<file path="src/gsob_pkg.sv">
// Constants, types and helpers shared by the pin bank and its debouncers
// What this block does
// RULE_01: Eight two-way pins, four switch gates, eight control outputs, each independent.
// RULE_02: Only the two-way pins have an input path and input sampling.
// RULE_03: Control outputs push-pull only; pins and switch gates offer both driver types.
// RULE_04: Reset: pins input high-Z, switch gates open-drain low, control outputs low.
// RULE_05: Each two-way pin and switch gate has one 8-bit control register.
// RULE_06: Pin bit 0 picks driver type: 0 open-drain, 1 push-pull.
// RULE_07: Pin bit 1 picks direction: 0 output, 1 input ignoring bit 0.
// RULE_08: Pin bit 2 reads the pin level captured at read start.
// RULE_09: Pin bit 3 holds output value; kept while input, applied when output.
// RULE_10: Value 0 drives low; 1 drives high push-pull or releases open-drain.
// RULE_11: Pin bits 5:4 select edge detect: mask, falling, rising, both.
// RULE_12: With detect field 00 no transition sets the pin flag.
// RULE_13: A selected edge sets the pin flag and the summary interrupt bit.
// RULE_14: Pin bits 7:6 select debounce: none, 10, 20 or 30 ms.
// RULE_15: Read-only flag register at 0xE8, reset 0x00, bit n for pin n; the code clears the bits written with ones at 0xE8.
// RULE_16: Inputs are filtered over milliseconds so only clean changes are seen.
// RULE_17: Pins indexed 0 to 7, switch gates 0 to 3, each own register.
// RULE_18: Software sets new detect mode, clears interrupts, then unmasks.
// RULE_19: Switch gate bit 0 picks driver type: 0 open-drain, 1 push-pull.
// RULE_20: Switch gate bit 3 sets value: 0 low, 1 high or released.
// RULE_21: Switch gate bits 7:6 are scratch storage, cleared at reset.
// RULE_22: Edges are taken from the debounced, or raw synchronized, input only.
// RULE_23: Pin inputs pass a two-stage synchronizer before any use.
package gsob_pkg;

    localparam int PIN_COUNT = 8;
    localparam int SW_COUNT = 4;
    localparam int CTRL_COUNT = 8;
    localparam int ADDR_W = 9;
    localparam int DATA_W = 8;
    localparam int DBNC_CNT_W = 24;

    // Register map
    localparam logic [ADDR_W-1:0] ADDR_EVENT_FLAGS = 9'h0E8;
    localparam logic [ADDR_W-1:0] ADDR_PIN_BASE = 9'h0F0;
    localparam logic [ADDR_W-1:0] ADDR_SW_BASE = 9'h0F8;
    localparam logic [ADDR_W-1:0] ADDR_CTRL_OUT = 9'h0FC;

    // Reset values
    localparam logic [DATA_W-1:0] PIN_CTRL_RESET = 8'h02;
    localparam logic [DATA_W-1:0] SW_CTRL_RESET = 8'h00;
    localparam logic [DATA_W-1:0] FLAGS_RESET = 8'h00;
    localparam logic [DATA_W-1:0] CTRL_OUT_RESET = 8'h00;
    localparam logic [DATA_W-1:0] UNMAPPED_READ = 8'h00;

    // Debounce timing
    localparam longint CLK_HZ = 40000000;
    localparam longint DBNC_STEP_MS = 10;
    localparam longint DBNC_STEP_CYC_L = CLK_HZ / 1000 * DBNC_STEP_MS;
    localparam logic [DBNC_CNT_W-1:0] DBNC_STEP_CYC =
        DBNC_STEP_CYC_L[DBNC_CNT_W-1:0];

    typedef enum logic [1:0] {
        EDGE_MASK = 2'b00,
        EDGE_FALL = 2'b01,
        EDGE_RISE = 2'b10,
        EDGE_BOTH = 2'b11
    } gsob_edge_e;

    typedef enum logic [1:0] {
        DBNC_NONE = 2'b00,
        DBNC_10MS = 2'b01,
        DBNC_20MS = 2'b10,
        DBNC_30MS = 2'b11
    } gsob_dbnc_e;

    // Field layout of a pin control register, bit 7 first
    typedef struct packed {
        gsob_dbnc_e debounce;
        gsob_edge_e edgeSel;
        logic outVal;
        logic inLevel;
        logic dirIn;
        logic pushPull;
    } gsob_pin_ctrl_s;

    // Field layout of a switch gate control register, bit 7 first
    typedef struct packed {
        logic [1:0] scratch;
        logic [1:0] slew;
        logic outVal;
        logic [1:0] rsvd;
        logic pushPull;
    } gsob_sw_ctrl_s;

    typedef struct packed {
        logic [ADDR_W-1:0] addr;
        logic wrEn;
        logic rdEn;
        logic [DATA_W-1:0] wrData;
    } gsob_reg_req_s;

    typedef struct packed {
        logic [DATA_W-1:0] rdData;
        logic rdValid;
    } gsob_reg_rsp_s;

    // Pad driver enable for a value and driver type
    function automatic logic driveEnable(logic pushPull, logic value);
        return pushPull | ~value;
    endfunction

    function automatic logic edgeHit(gsob_edge_e sel, logic rise,
                                     logic fall);
        logic hit;
        hit = 1'b0;
        unique case (sel)
            EDGE_MASK: hit = 1'b0;
            EDGE_FALL: hit = fall;
            EDGE_RISE: hit = rise;
            EDGE_BOTH: hit = rise | fall;
        endcase
        return hit;
    endfunction

endpackage

</file>
<file path="src/gsob_bank.sv">
// Pin bank: two-way pins, switch gates, control outputs and flag register
`timescale 1ns/1ps
module gsob_bank #(
    parameter logic [gsob_pkg::DBNC_CNT_W-1:0] DBNC_STEP =
        gsob_pkg::DBNC_STEP_CYC
) (
    input wire logic core_clk,
    input wire logic reset,
    input wire gsob_pkg::gsob_reg_req_s regReq,
    output gsob_pkg::gsob_reg_rsp_s regRsp,
    input wire logic [gsob_pkg::PIN_COUNT-1:0] pinIn,
    output logic [gsob_pkg::PIN_COUNT-1:0] pinOut,
    output logic [gsob_pkg::PIN_COUNT-1:0] pinOe,
    output logic [gsob_pkg::SW_COUNT-1:0] swOut,
    output logic [gsob_pkg::SW_COUNT-1:0] swOe,
    output logic [2*gsob_pkg::SW_COUNT-1:0] swSlew,
    output logic [gsob_pkg::CTRL_COUNT-1:0] ctrlOut,
    output logic summaryIrqSet
);
    import gsob_pkg::*;

    // ****************************************************************
    // Storage
    // ****************************************************************
    gsob_pin_ctrl_s pinCtrl_r [PIN_COUNT];
    gsob_sw_ctrl_s swCtrl_r [SW_COUNT];
    logic [CTRL_COUNT-1:0] ctrlVal_r;
    logic [PIN_COUNT-1:0] flags_r;
    logic [PIN_COUNT-1:0] flags_nxt;

    logic [PIN_COUNT-1:0] syncA_r;
    logic [PIN_COUNT-1:0] syncB_r;
    logic [PIN_COUNT-1:0] filtered;
    logic [PIN_COUNT-1:0] prevFilt_r;
    logic [PIN_COUNT-1:0] edgeSet;

    logic [PIN_COUNT-1:0] pinOut_r;
    logic [PIN_COUNT-1:0] pinOe_r;
    logic [SW_COUNT-1:0] swOut_r;
    logic [SW_COUNT-1:0] swOe_r;
    logic [2*SW_COUNT-1:0] swSlew_r;
    logic [CTRL_COUNT-1:0] ctrlOut_r;
    logic summary_r;
    logic [DATA_W-1:0] rdData_r;
    logic rdValid_r;

    // ****************************************************************
    // Address decode
    // ****************************************************************
    logic hitFlags;
    logic hitCtrlOut;
    logic hitPin;
    logic hitSw;
    logic [2:0] pinIdx;
    logic [1:0] swIdx;
    logic [ADDR_W-1:0] pinOff;
    logic [ADDR_W-1:0] swOff;

    // Base check needed; the offset alone wraps below the base
    function automatic logic inWindow(logic [ADDR_W-1:0] addr,
                                      logic [ADDR_W-1:0] base,
                                      int count);
        logic [ADDR_W-1:0] off;
        off = addr - base;
        return (addr >= base) && (off < ADDR_W'(count));
    endfunction

    assign pinOff = regReq.addr - ADDR_PIN_BASE;
    assign swOff = regReq.addr - ADDR_SW_BASE;
    assign hitFlags = (regReq.addr == ADDR_EVENT_FLAGS);
    assign hitCtrlOut = (regReq.addr == ADDR_CTRL_OUT);
    // Each index reaches only its own instance
    assign hitPin = inWindow(regReq.addr, ADDR_PIN_BASE,
                             PIN_COUNT); // RULE_17
    assign hitSw = inWindow(regReq.addr, ADDR_SW_BASE,
                            SW_COUNT); // RULE_17
    assign pinIdx = pinOff[2:0];
    assign swIdx = swOff[1:0];

    // ****************************************************************
    // Input synchronizer
    // ****************************************************************
    // Pins only; switch gates and control outputs have no input path
    always_ff @(posedge core_clk) begin
        if (reset) begin
            syncA_r <= '0;
            syncB_r <= '0;
        end else begin
            syncA_r <= pinIn; // RULE_23
            syncB_r <= syncA_r; // RULE_02
        end
    end

    // ****************************************************************
    // Debounce
    // ****************************************************************
    genvar gi;
    generate
        for (gi = 0; gi < PIN_COUNT; gi++) begin : g_dbnc
            gsob_dbnc_e effSel;
            // Filter only applies while the pin is an input
            always_comb begin
                if (pinCtrl_r[gi].dirIn) begin
                    effSel = pinCtrl_r[gi].debounce; // RULE_14
                end else begin
                    effSel = DBNC_NONE;
                end
            end
            gsob_debounce #(
                .STEP_CYC(DBNC_STEP)
            ) u_dbnc (
                .core_clk(core_clk),
                .reset(reset),
                .syncIn(syncB_r[gi]),
                .sel(effSel),
                .filtered(filtered[gi])
            );
        end
    endgenerate

    // ****************************************************************
    // Edge detection
    // ****************************************************************
    // Edges come from the filtered level, so a bouncing pin sets a
    // flag only once per accepted change
    always_ff @(posedge core_clk) begin
        if (reset) begin
            prevFilt_r <= '0;
        end else begin
            prevFilt_r <= filtered; // RULE_22
        end
    end

    logic [PIN_COUNT-1:0] riseSeen;
    logic [PIN_COUNT-1:0] fallSeen;

    assign riseSeen = filtered & ~prevFilt_r;
    assign fallSeen = ~filtered & prevFilt_r;

    // Output pins never flag, whatever the edge field holds
    always_comb begin
        for (int i = 0; i < PIN_COUNT; i++) begin
            edgeSet[i] = pinCtrl_r[i].dirIn &&
                         edgeHit(pinCtrl_r[i].edgeSel, riseSeen[i],
                                 fallSeen[i]); // RULE_11
        end
    end

    // ****************************************************************
    // Event flags
    // ****************************************************************
    // Writing ones to the flag address clears them; a new edge in the
    // same cycle wins so no event is lost
    always_comb begin
        flags_nxt = flags_r;
        if (regReq.wrEn && hitFlags) begin
            flags_nxt = flags_nxt & ~regReq.wrData;
        end
        flags_nxt = flags_nxt | edgeSet; // RULE_12
    end

    always_ff @(posedge core_clk) begin
        if (reset) begin
            flags_r <= FLAGS_RESET; // RULE_15
        end else begin
            flags_r <= flags_nxt; // RULE_13
        end
    end

    // One pulse to the first-level controller per cycle with any new event; edges on several pins in one cycle give one pulse
    always_ff @(posedge core_clk) begin
        if (reset) begin
            summary_r <= 1'b0;
        end else begin
            summary_r <= |edgeSet; // RULE_13
        end
    end

    // ****************************************************************
    // Pin control registers
    // ****************************************************************
    // Level bit is not stored; it is sampled at read time
    always_ff @(posedge core_clk) begin
        if (reset) begin
            for (int i = 0; i < PIN_COUNT; i++) begin
                pinCtrl_r[i] <= gsob_pin_ctrl_s'(PIN_CTRL_RESET); // RULE_04
            end
        end else if (regReq.wrEn && hitPin) begin
            pinCtrl_r[pinIdx] <= gsob_pin_ctrl_s'(regReq.wrData); // RULE_05
            pinCtrl_r[pinIdx].inLevel <= 1'b0;
        end
    end

    // ****************************************************************
    // Switch gate control registers
    // ****************************************************************
    always_ff @(posedge core_clk) begin
        if (reset) begin
            for (int i = 0; i < SW_COUNT; i++) begin
                swCtrl_r[i] <= gsob_sw_ctrl_s'(SW_CTRL_RESET); // RULE_21
            end
        end else if (regReq.wrEn && hitSw) begin
            swCtrl_r[swIdx] <= gsob_sw_ctrl_s'(regReq.wrData); // RULE_05
            swCtrl_r[swIdx].rsvd <= 2'b00;
        end
    end

    // ****************************************************************
    // Control output register
    // ****************************************************************
    always_ff @(posedge core_clk) begin
        if (reset) begin
            ctrlVal_r <= CTRL_OUT_RESET; // RULE_04
        end else if (regReq.wrEn && hitCtrlOut) begin
            ctrlVal_r <= regReq.wrData; // RULE_01
        end
    end

    // ****************************************************************
    // Pin drivers
    // ****************************************************************
    // Output value is held while an input and appears on turnaround
    always_ff @(posedge core_clk) begin
        if (reset) begin
            pinOut_r <= '0;
        end else begin
            for (int i = 0; i < PIN_COUNT; i++) begin
                pinOut_r[i] <= pinCtrl_r[i].outVal; // RULE_09
            end
        end
    end

    // Open-drain high is a release, so the enable drops
    always_ff @(posedge core_clk) begin
        if (reset) begin
            pinOe_r <= '0; // RULE_04
        end else begin
            for (int i = 0; i < PIN_COUNT; i++) begin
                pinOe_r[i] <= ~pinCtrl_r[i].dirIn &&
                              driveEnable(pinCtrl_r[i].pushPull,
                                          pinCtrl_r[i].outVal); // RULE_07
            end
        end
    end

    // ****************************************************************
    // Switch gate drivers
    // ****************************************************************
    // Gate value reaches the pad two cycles after the write
    always_ff @(posedge core_clk) begin
        if (reset) begin
            swOut_r <= '0;
        end else begin
            for (int i = 0; i < SW_COUNT; i++) begin
                swOut_r[i] <= swCtrl_r[i].outVal; // RULE_20
            end
        end
    end

    // Reset leaves every gate pulling its net low, open-drain
    always_ff @(posedge core_clk) begin
        if (reset) begin
            swOe_r <= '1; // RULE_04
        end else begin
            for (int i = 0; i < SW_COUNT; i++) begin
                swOe_r[i] <= driveEnable(swCtrl_r[i].pushPull,
                                         swCtrl_r[i].outVal); // RULE_19
            end
        end
    end

    // Slew select goes to the pad; scratch bits go nowhere
    always_ff @(posedge core_clk) begin
        if (reset) begin
            swSlew_r <= '0;
        end else begin
            for (int i = 0; i < SW_COUNT; i++) begin
                swSlew_r[2*i +: 2] <= swCtrl_r[i].slew; // RULE_03
            end
        end
    end

    // ****************************************************************
    // Control output drivers
    // ****************************************************************
    // Always driven push-pull, so no enable is brought out
    always_ff @(posedge core_clk) begin
        if (reset) begin
            ctrlOut_r <= CTRL_OUT_RESET;
        end else begin
            ctrlOut_r <= ctrlVal_r; // RULE_03
        end
    end

    // ****************************************************************
    // Read path
    // ****************************************************************
    logic [DATA_W-1:0] rdMux;

    // Pin level bit is the filtered input at the read strobe
    always_comb begin
        rdMux = UNMAPPED_READ;
        if (hitFlags) begin
            rdMux = flags_r; // RULE_15
        end else if (hitPin) begin
            rdMux = {pinCtrl_r[pinIdx][7:3],
                     filtered[pinIdx],
                     pinCtrl_r[pinIdx][1:0]}; // RULE_08
        end else if (hitSw) begin
            rdMux = swCtrl_r[swIdx];
        end else if (hitCtrlOut) begin
            rdMux = ctrlVal_r;
        end
    end

    // One valid pulse per read strobe
    always_ff @(posedge core_clk) begin
        if (reset) begin
            rdValid_r <= 1'b0;
        end else begin
            rdValid_r <= regReq.rdEn;
        end
    end

    // Data is captured in the read cycle and shown one cycle later
    always_ff @(posedge core_clk) begin
        if (reset) begin
            rdData_r <= UNMAPPED_READ;
        end else if (regReq.rdEn) begin
            rdData_r <= rdMux;
        end
    end

    // ****************************************************************
    // Outputs
    // ****************************************************************
    assign pinOut = pinOut_r; // RULE_10
    assign pinOe = pinOe_r; // RULE_06
    assign swOut = swOut_r;
    assign swOe = swOe_r;
    assign swSlew = swSlew_r;
    assign ctrlOut = ctrlOut_r;
    assign summaryIrqSet = summary_r;
    assign regRsp.rdData = rdData_r;
    assign regRsp.rdValid = rdValid_r;

endmodule

</file>
<file path="src/gsob_debounce.sv">
// Debounce filter for one synchronized pin input
`timescale 1ns/1ps
module gsob_debounce #(
    parameter logic [gsob_pkg::DBNC_CNT_W-1:0] STEP_CYC =
        gsob_pkg::DBNC_STEP_CYC
) (
    input wire logic core_clk,
    input wire logic reset,
    input wire logic syncIn,
    input wire gsob_pkg::gsob_dbnc_e sel,
    output logic filtered
);
    import gsob_pkg::*;

    logic [DBNC_CNT_W-1:0] count_r;
    logic filt_r;
    logic [DBNC_CNT_W-1:0] limit;

    assign limit = STEP_CYC * {{(DBNC_CNT_W-2){1'b0}}, sel};
    assign filtered = filt_r;

    // Level must hold for the whole interval before it is accepted
    always_ff @(posedge core_clk) begin
        if (reset) begin
            count_r <= '0;
            filt_r <= 1'b0;
        end else if (sel == DBNC_NONE || syncIn == filt_r) begin
            count_r <= '0;
            if (sel == DBNC_NONE) begin
                filt_r <= syncIn; // RULE_14
            end
        end else if (count_r >= limit - 1'b1) begin
            count_r <= '0;
            filt_r <= syncIn; // RULE_16
        end else begin
            count_r <= count_r + 1'b1; // RULE_16
        end
    end

endmodule

</file>
<file path="config.mk">
export PLATFORM = sky130hd
export DESIGN_NAME = gsob_bank
export DESIGN_NICKNAME = d
export VERILOG_FILES = /design/src/gsob_pkg.sv /design/src/gsob_bank.sv /design/src/gsob_debounce.sv
export SDC_FILE = /design/constraint.sdc
export NUM_CORES = 1
export LEC_CHECK = 0
export BUFFER_PORTS_ARGS = -buffer_cell sky130_fd_sc_hd__buf_2
export CAP_MARGIN = 0
export CORE_ASPECT_RATIO = 0.75
export CORE_UTILIZATION = 30
export CTS_CLUSTER_SIZE = 28
export DETAILED_ROUTE_END_ITERATION = 8
export PLACE_DENSITY_LB_ADDON = 0.1
export SLEW_MARGIN = 5
export SYNTH_ARGS = -nofsm -noshare
export SYNTH_HDL_FRONTEND = slang
export SYNTH_SLANG_ARGS = --single-unit
</file>
<file path="constraint.sdc">
create_clock -name core_clk -period 3.6 [get_ports core_clk]
set_input_delay 0.36 -clock core_clk [delete_from_list [all_inputs] [get_ports core_clk]]
set_output_delay 0.36 -clock core_clk [all_outputs]
set_load 0.02 [all_outputs]
</file>
# ---- After elaboration in Yosys (flattened, before gate mapping)
# Memories as Yosys holds them, arrays and structs flattened.
# Index checks and enable logic that the tools add are counted.
dict set report word_totals {
  out_inout_bits 50
  mem_count 2
  elab_cells 298
  ram_bits 96
  input_bits 29
  ff_bits 290
}
# name words width read_ports rd_ports_with_merged_regs wr line
set memory_table {}
lappend memory_table {pinCtrl_r 8 8 9 0 8 gsob_bank.sv:25} ;# gsob_pin_ctrl_s pinCtrl_r [PIN_COUNT];
lappend memory_table {swCtrl_r 4 8 5 0 4 gsob_bank.sv:26} ;# gsob_sw_ctrl_s swCtrl_r [SW_COUNT];
dict set report op_classes {
  eq_ne 42
  n_bitwise 49
  add_sub_neg 18
  mul 8
  muxes 63
  n_reduce_logical 73
  order_cmp 13
}
# operator count
set ops {}
lappend ops {{24-bit by 1-bit adder with 24-bit output (second input constant)} 8}
lappend ops {{24-bit greater-or-equal comparator} 8}
lappend ops {{21-bit by 1-bit subtractor with 22-bit output (second input constant)} 8}
lappend ops {{12-bit by 2-bit multiplier with 14-bit output (first input constant)} 8}
lappend ops {{8-bit two-way mux} 7}
lappend ops {{1-bit two-way mux} 34}
lappend ops {{2-bit == test (second input constant)} 16}
lappend ops {{2-bit zero test} 16}
lappend ops {{1-bit one-hot mux with 4 select lines} 8}
lappend ops {{8-bit bitwise AND} 3}
lappend ops {{2-bit two-way mux} 12}
lappend ops {{8-bit inverter} 3}
lappend ops {{3-bit OR reduction} 8}
lappend ops {{8-bit OR reduction} 3}
lappend ops {{1-bit logical AND} 22}
lappend ops {{1-bit OR} 22}
lappend ops {{1-bit inverter} 20}
lappend ops {{9-bit by 8-bit == test with 1-bit output (second input constant)} 2}
lappend ops {{9-bit by 8-bit greater-or-equal comparator with 1-bit output (second input constant)} 2}
lappend ops {{9-bit by 8-bit subtractor with 9-bit output (second input constant)} 2}
lappend ops {{2-bit by 1-bit == test with 1-bit output (second input constant)} 8}
lappend ops {{2-bit by 1-bit inequality test with 1-bit output (second input constant)} 8}
lappend ops {{2-bit AND reduction} 8}
lappend ops {{2-bit nonzero test} 8}
lappend ops {{8 further kinds} 22}

# ---- Logic depth before layout (Yosys ltp)
dict set report logic_depth {
  word_depth 10
  depth_mapped 13
  ltp_nobuf 11
}

# ---- Modules after synthesis
# A second synthesis with hierarchy kept.
dict set report hier_totals {
  cells_unflattened 2004
  area_unflattened_um2 20667.3
}
# module cells_each instances area_each_um2
set modules_own_cells {}
lappend modules_own_cells {{gsob_debounce (g_dbnc[1].u_dbnc ...)} 176 6 1689.1}
lappend modules_own_cells {gsob_bank 610 1 7473.4}
lappend modules_own_cells {{gsob_debounce (g_dbnc[0].u_dbnc)} 169 1 1536.5}
lappend modules_own_cells {{gsob_debounce (g_dbnc[7].u_dbnc)} 169 1 1522.7}

# ---- Worst setup path before layout
# No wires, ideal clock.
dict set report synth_timing {
  kind {register to register}
  start {memory pinCtrl_r[2][1] (netlist name)}
  end {register g_dbnc[2].u_dbnc.count_r[15]}
  path_stages_with_launch 13
  setup_slack_ns 0.796
  setup_ns 0.063
  required_time_ns 3.537
  arrival_ns 2.741
  period_less_slack_ns 2.804
  path_buffers 2
  cell_sequence {edfxtp_1 > and2_1 > inv_1 > ha_1 > ha_1 > a21oi_1 > o21ai_0 > o311ai_4 > a2111oi_2 > or4_1 > buf_6 > buf_12 > nor2_4}
}
# element line
set synth_rtl {}
lappend synth_rtl {{from (decl)} gsob_bank.sv:25}
lappend synth_rtl {{to (signal assigned)} gsob_debounce.sv:36} ;# count_r <= count_r + 1'b1;
lappend synth_rtl {{to (decl)} gsob_debounce.sv:15} ;# logic [DBNC_CNT_W-1:0] count_r;

==> impl_metrics.py <==
metrics = {
    "status": {
        "outcome": "complete, no violations",
    },
    "critical_path": {
        "crit_buf_inv": 2,
        "start_kind": "flip-flop",
        "path_class": "flip-flop to flip-flop",
        "cp_max_fo": 24,
        "critPathArrivalTime_ps": 3660,
        "worst_ep_required_time_ps": 4030,
        "cpLargestDelayFamily": "compound AO/OA/AOI/OAI gates",
        "cp-end-kind": "flip-flop",
        "crit_chain": "and2_1 -> inv_1 -> ha_1 -> ha_1 -> a21oi_1 -> o21ai_0 -> o311ai_4 -> a2111oi_2 -> or4_1 -> buf_4 -> nor2_1",
        "max_stage_delay_ps": 440,
        "worst_path_max_delay_cell": "edfxtp_1",
        "cp_common_cell": "ha_1",
    },
    "clock_tree": {
        "cts_buffers": 43,
        "cts.clk_slew.worst_paths_ps": 60,
        "cts.htree.levels": 2,
        "post_cts_resized": 0,
        "cts_tree": "yes",
        "hold_buffers": 5,
        "clockRootBuffer": "clkbuf_16",
        "cts_sinks": 370,
        "insertion_delay_ps": 580,
        "postCtsSetupRepairBufs": 0,
        "cts_buffer_depth": 3,
    },
    "die": {
        "coreArea_mm2": 0.0636,
        "ioPinCount": 79,
        "die-area_mm2": 0.0652,
        "rows": 80,
        "start_util_pct": 30.3,
        "dieHeight_um": 221,
        "fp.dieW_um": 295,
    },
    "synthesis": {
        "async_reset_ff_share_pct": 0,
        "synth_cell_types": 71,
        "yosysTopAreaCellShare_pct": 30.1,
        "synth_ff_type": "dfxtp_1",
        "syn-cell-area_mm2": 0.0193,
        "syn_inst": 1981,
        "synth.net_count": 2212,
        "synth_warnings": 0,
        "synth.avg_cell_area_um2": 9.72,
        "ys_seq_elements": 370,
        "synth-edff-count": 80,
        "yosysMostFrequentCell": "dfxtp_1",
        "ys_top_cells_by_area": "dfxtp_1, ha_1, edfxtp_1",
        "ys_top_cells_by_count": "dfxtp_1, nor2_1, ha_1",
        "synth_top_cell_by_area": "dfxtp_1",
        "synth-seq-area-share_pct": 42.6,
    },
    "sta": {
        "skew_ps": 30.0,
        "relSlewSlack_pct": 46.4,
        "finalHoldViolations": 0,
        "rsz0062_at_grt": "false",
        "fin_crit_sh_pct": 89.5,
        "fmax_ghz": 0.310,
        "slew_viol_final": 0,
        "finalCriticalPeriod_ps": 3220,
        "finalSetupTns_ps": 0,
        "worstMarginPinSlew_ps": 796,
        "setup_violations": 0,
        "final.setup.worst_slack_ps": 377,
        "finalHoldWorstSlack_ps": 29.9,
    },
    "global_route": {
        "grt_start_max_net_pins": 75,
        "antenna_found_initial": 1,
        "first_global_vias": 13700,
        "grt_pass1_wl_um": 78300,
        "grt_remaining_overflow": 0,
        "grtUsageTotal_pct": 15.1,
    },
    "layout": {
        "regArea_mm2": 0.00821,
        "nNetsFinal": 2315,
        "n_antenna_cell": 0,
        "fill_cells": 6488,
        "multi_input_area_mm2": 0.0105,
        "syn2layout_area_growth_pct": 15.5,
        "finalCoreUtilization_pct": 35.0,
        "drive_gt1_share_pct": 11.8,
        "finalNonFillerCells": 2980,
    },
    "worst_hold_path": {
        "hold_path.class": "input port to flip-flop",
    },
    "run": {
        "maxCapViolations": 0,
    },
    "placed_design": {
        "place.gp.congestion": 0.810,
        "dp_hpwl_um": 35400,
        "place_worst_setup_slack_ps": 353,
        "placed_cells": 2895,
        "portBuffers": 78,
    },
    "routing": {
        "ant_nets": 0,
        "routed_wl_um": 48500,
        "vias": 14000,
        "drc": 0,
        "firstDrtPassIters": 4,
        "drtIter0Drc": 660,
        "wire_per_inst_um": 16.3,
        "viasPerCell": 4.70,
    },
    "pwr": {
        "ir_drop_uv": 260,
        "p_leak_nw": 8.66,
        "pwr_density_cell_mw_per_mm2": 427,
    },
}
-- flip-flops by register name, summed over array words and instances (netlist names) --
signal / flops
ctrlOut: 8
ctrlVal_r: 8
flags_r: 8
g_dbnc.u_dbnc.count_r: 192
g_dbnc.u_dbnc.filtered: 8
pinCtrl_r: 56
pinOe: 8
pinOut: 8
prevFilt_r: 8
rdData_r: 8
rdValid_r: 1
summaryIrqSet: 1
swCtrl_r: 24
swOe: 4
swOut: 4
swSlew: 8
syncA_r: 8
syncB_r: 8
-- logic make-up after synthesis --
| logic type | share of synthesized area, % |
|---|---|
| buf+inv | 3.16 |
| flops | 42.6 |
| simple gates | 22.0 |
| fa+ha+maj | 13.1 |
| compound gates | 7.15 |
| xor+xnor | 8.37 |
| mux | 3.53 |
-- power by group --
part | internal (mW) | switching, mW | leakage [nW] | total (mW)
Sequential | 4.32 | 0.0684 | 3.11 | 4.39
Combinational | 0.207 | 0.357 | 4.84 | 0.565
Clock | 2.68 | 1.85 | 0.712 | 4.53
Total | 7.21 | 2.28 | 8.66 | 9.49
-- worst register-to-register path: cells and delay by family, from the launching register on --
family | cells | cell delay, ps
adder cells (fa/ha/maj) | 2 | 550
buffers and inverters | 2 | 560
AND/OR/NAND/NOR | 3 | 620
flip-flops | 1 | 440
AO/OA/AOI/OAI | 4 | 910
-- layout by cell type (no fill, tap or decap), drive strengths merged, types with 8 or more instances in the layout --
cell type / count
mux2i: 14
o21ai: 28
nor2b: 56
a221o: 9
a211oi: 20
and4: 18
and2: 67
xor2: 92
a21o: 17
a22oi: 15
clkinv: 15
edfxtp: 80
or3: 8
mux4: 22
inv: 93
nor2: 288
buf: 111
xnor2: 92
a31oi: 8
ha: 202
a21oi: 66
dfxtp: 290
or2: 11
nand2b: 17
and3: 49
nor3: 22
nand4: 57
nand2: 127
clkbuf: 55
nand3: 89
-- final cells by class --
type	instances	share of cell area (%)
multi-input cells	1462	47.0
flip-flops and latches	370	36.9
clock buffers	55	5.46
well taps	861	4.84
repair buffers	116	3.16
inverters	91	1.54
clock inverters	25	1.10
-- stage by stage --
stage               area (um2)  power (mW)
finish                   22200        9.49
CTS                      22200        9.67
global route             22200        9.90
floorplan                19300        4.81
global placement         20700        5.04
detailed placement       20700        5.05
-- metal layers --
layer	routed length [um]	GRT usage [%]	vias to the layer above
met2	19900	21.8	203
met1	25600	22.9	6600
li1	-	-	7121
met4	1030	4.23	0
met3	2010	2.48	72
met5	0	0	-
-- worst paths after layout --
check	start	endpoint	slack [ps]	cells after the start
setup reg to reg	pinCtrl_r[2][1]	g_dbnc[2].u_dbnc.count_r[5]	380	11
hold / removal	pinIn[5]	syncA_r[5]	30	2
hold reg to reg	g_dbnc[0].u_dbnc.count_r[0]	g_dbnc[0].u_dbnc.count_r[0]	440	1
setup / recovery	pinCtrl_r[2][1]	g_dbnc[2].u_dbnc.count_r[5]	380	11
Note: power is estimated with default switching activity, not from simulation.
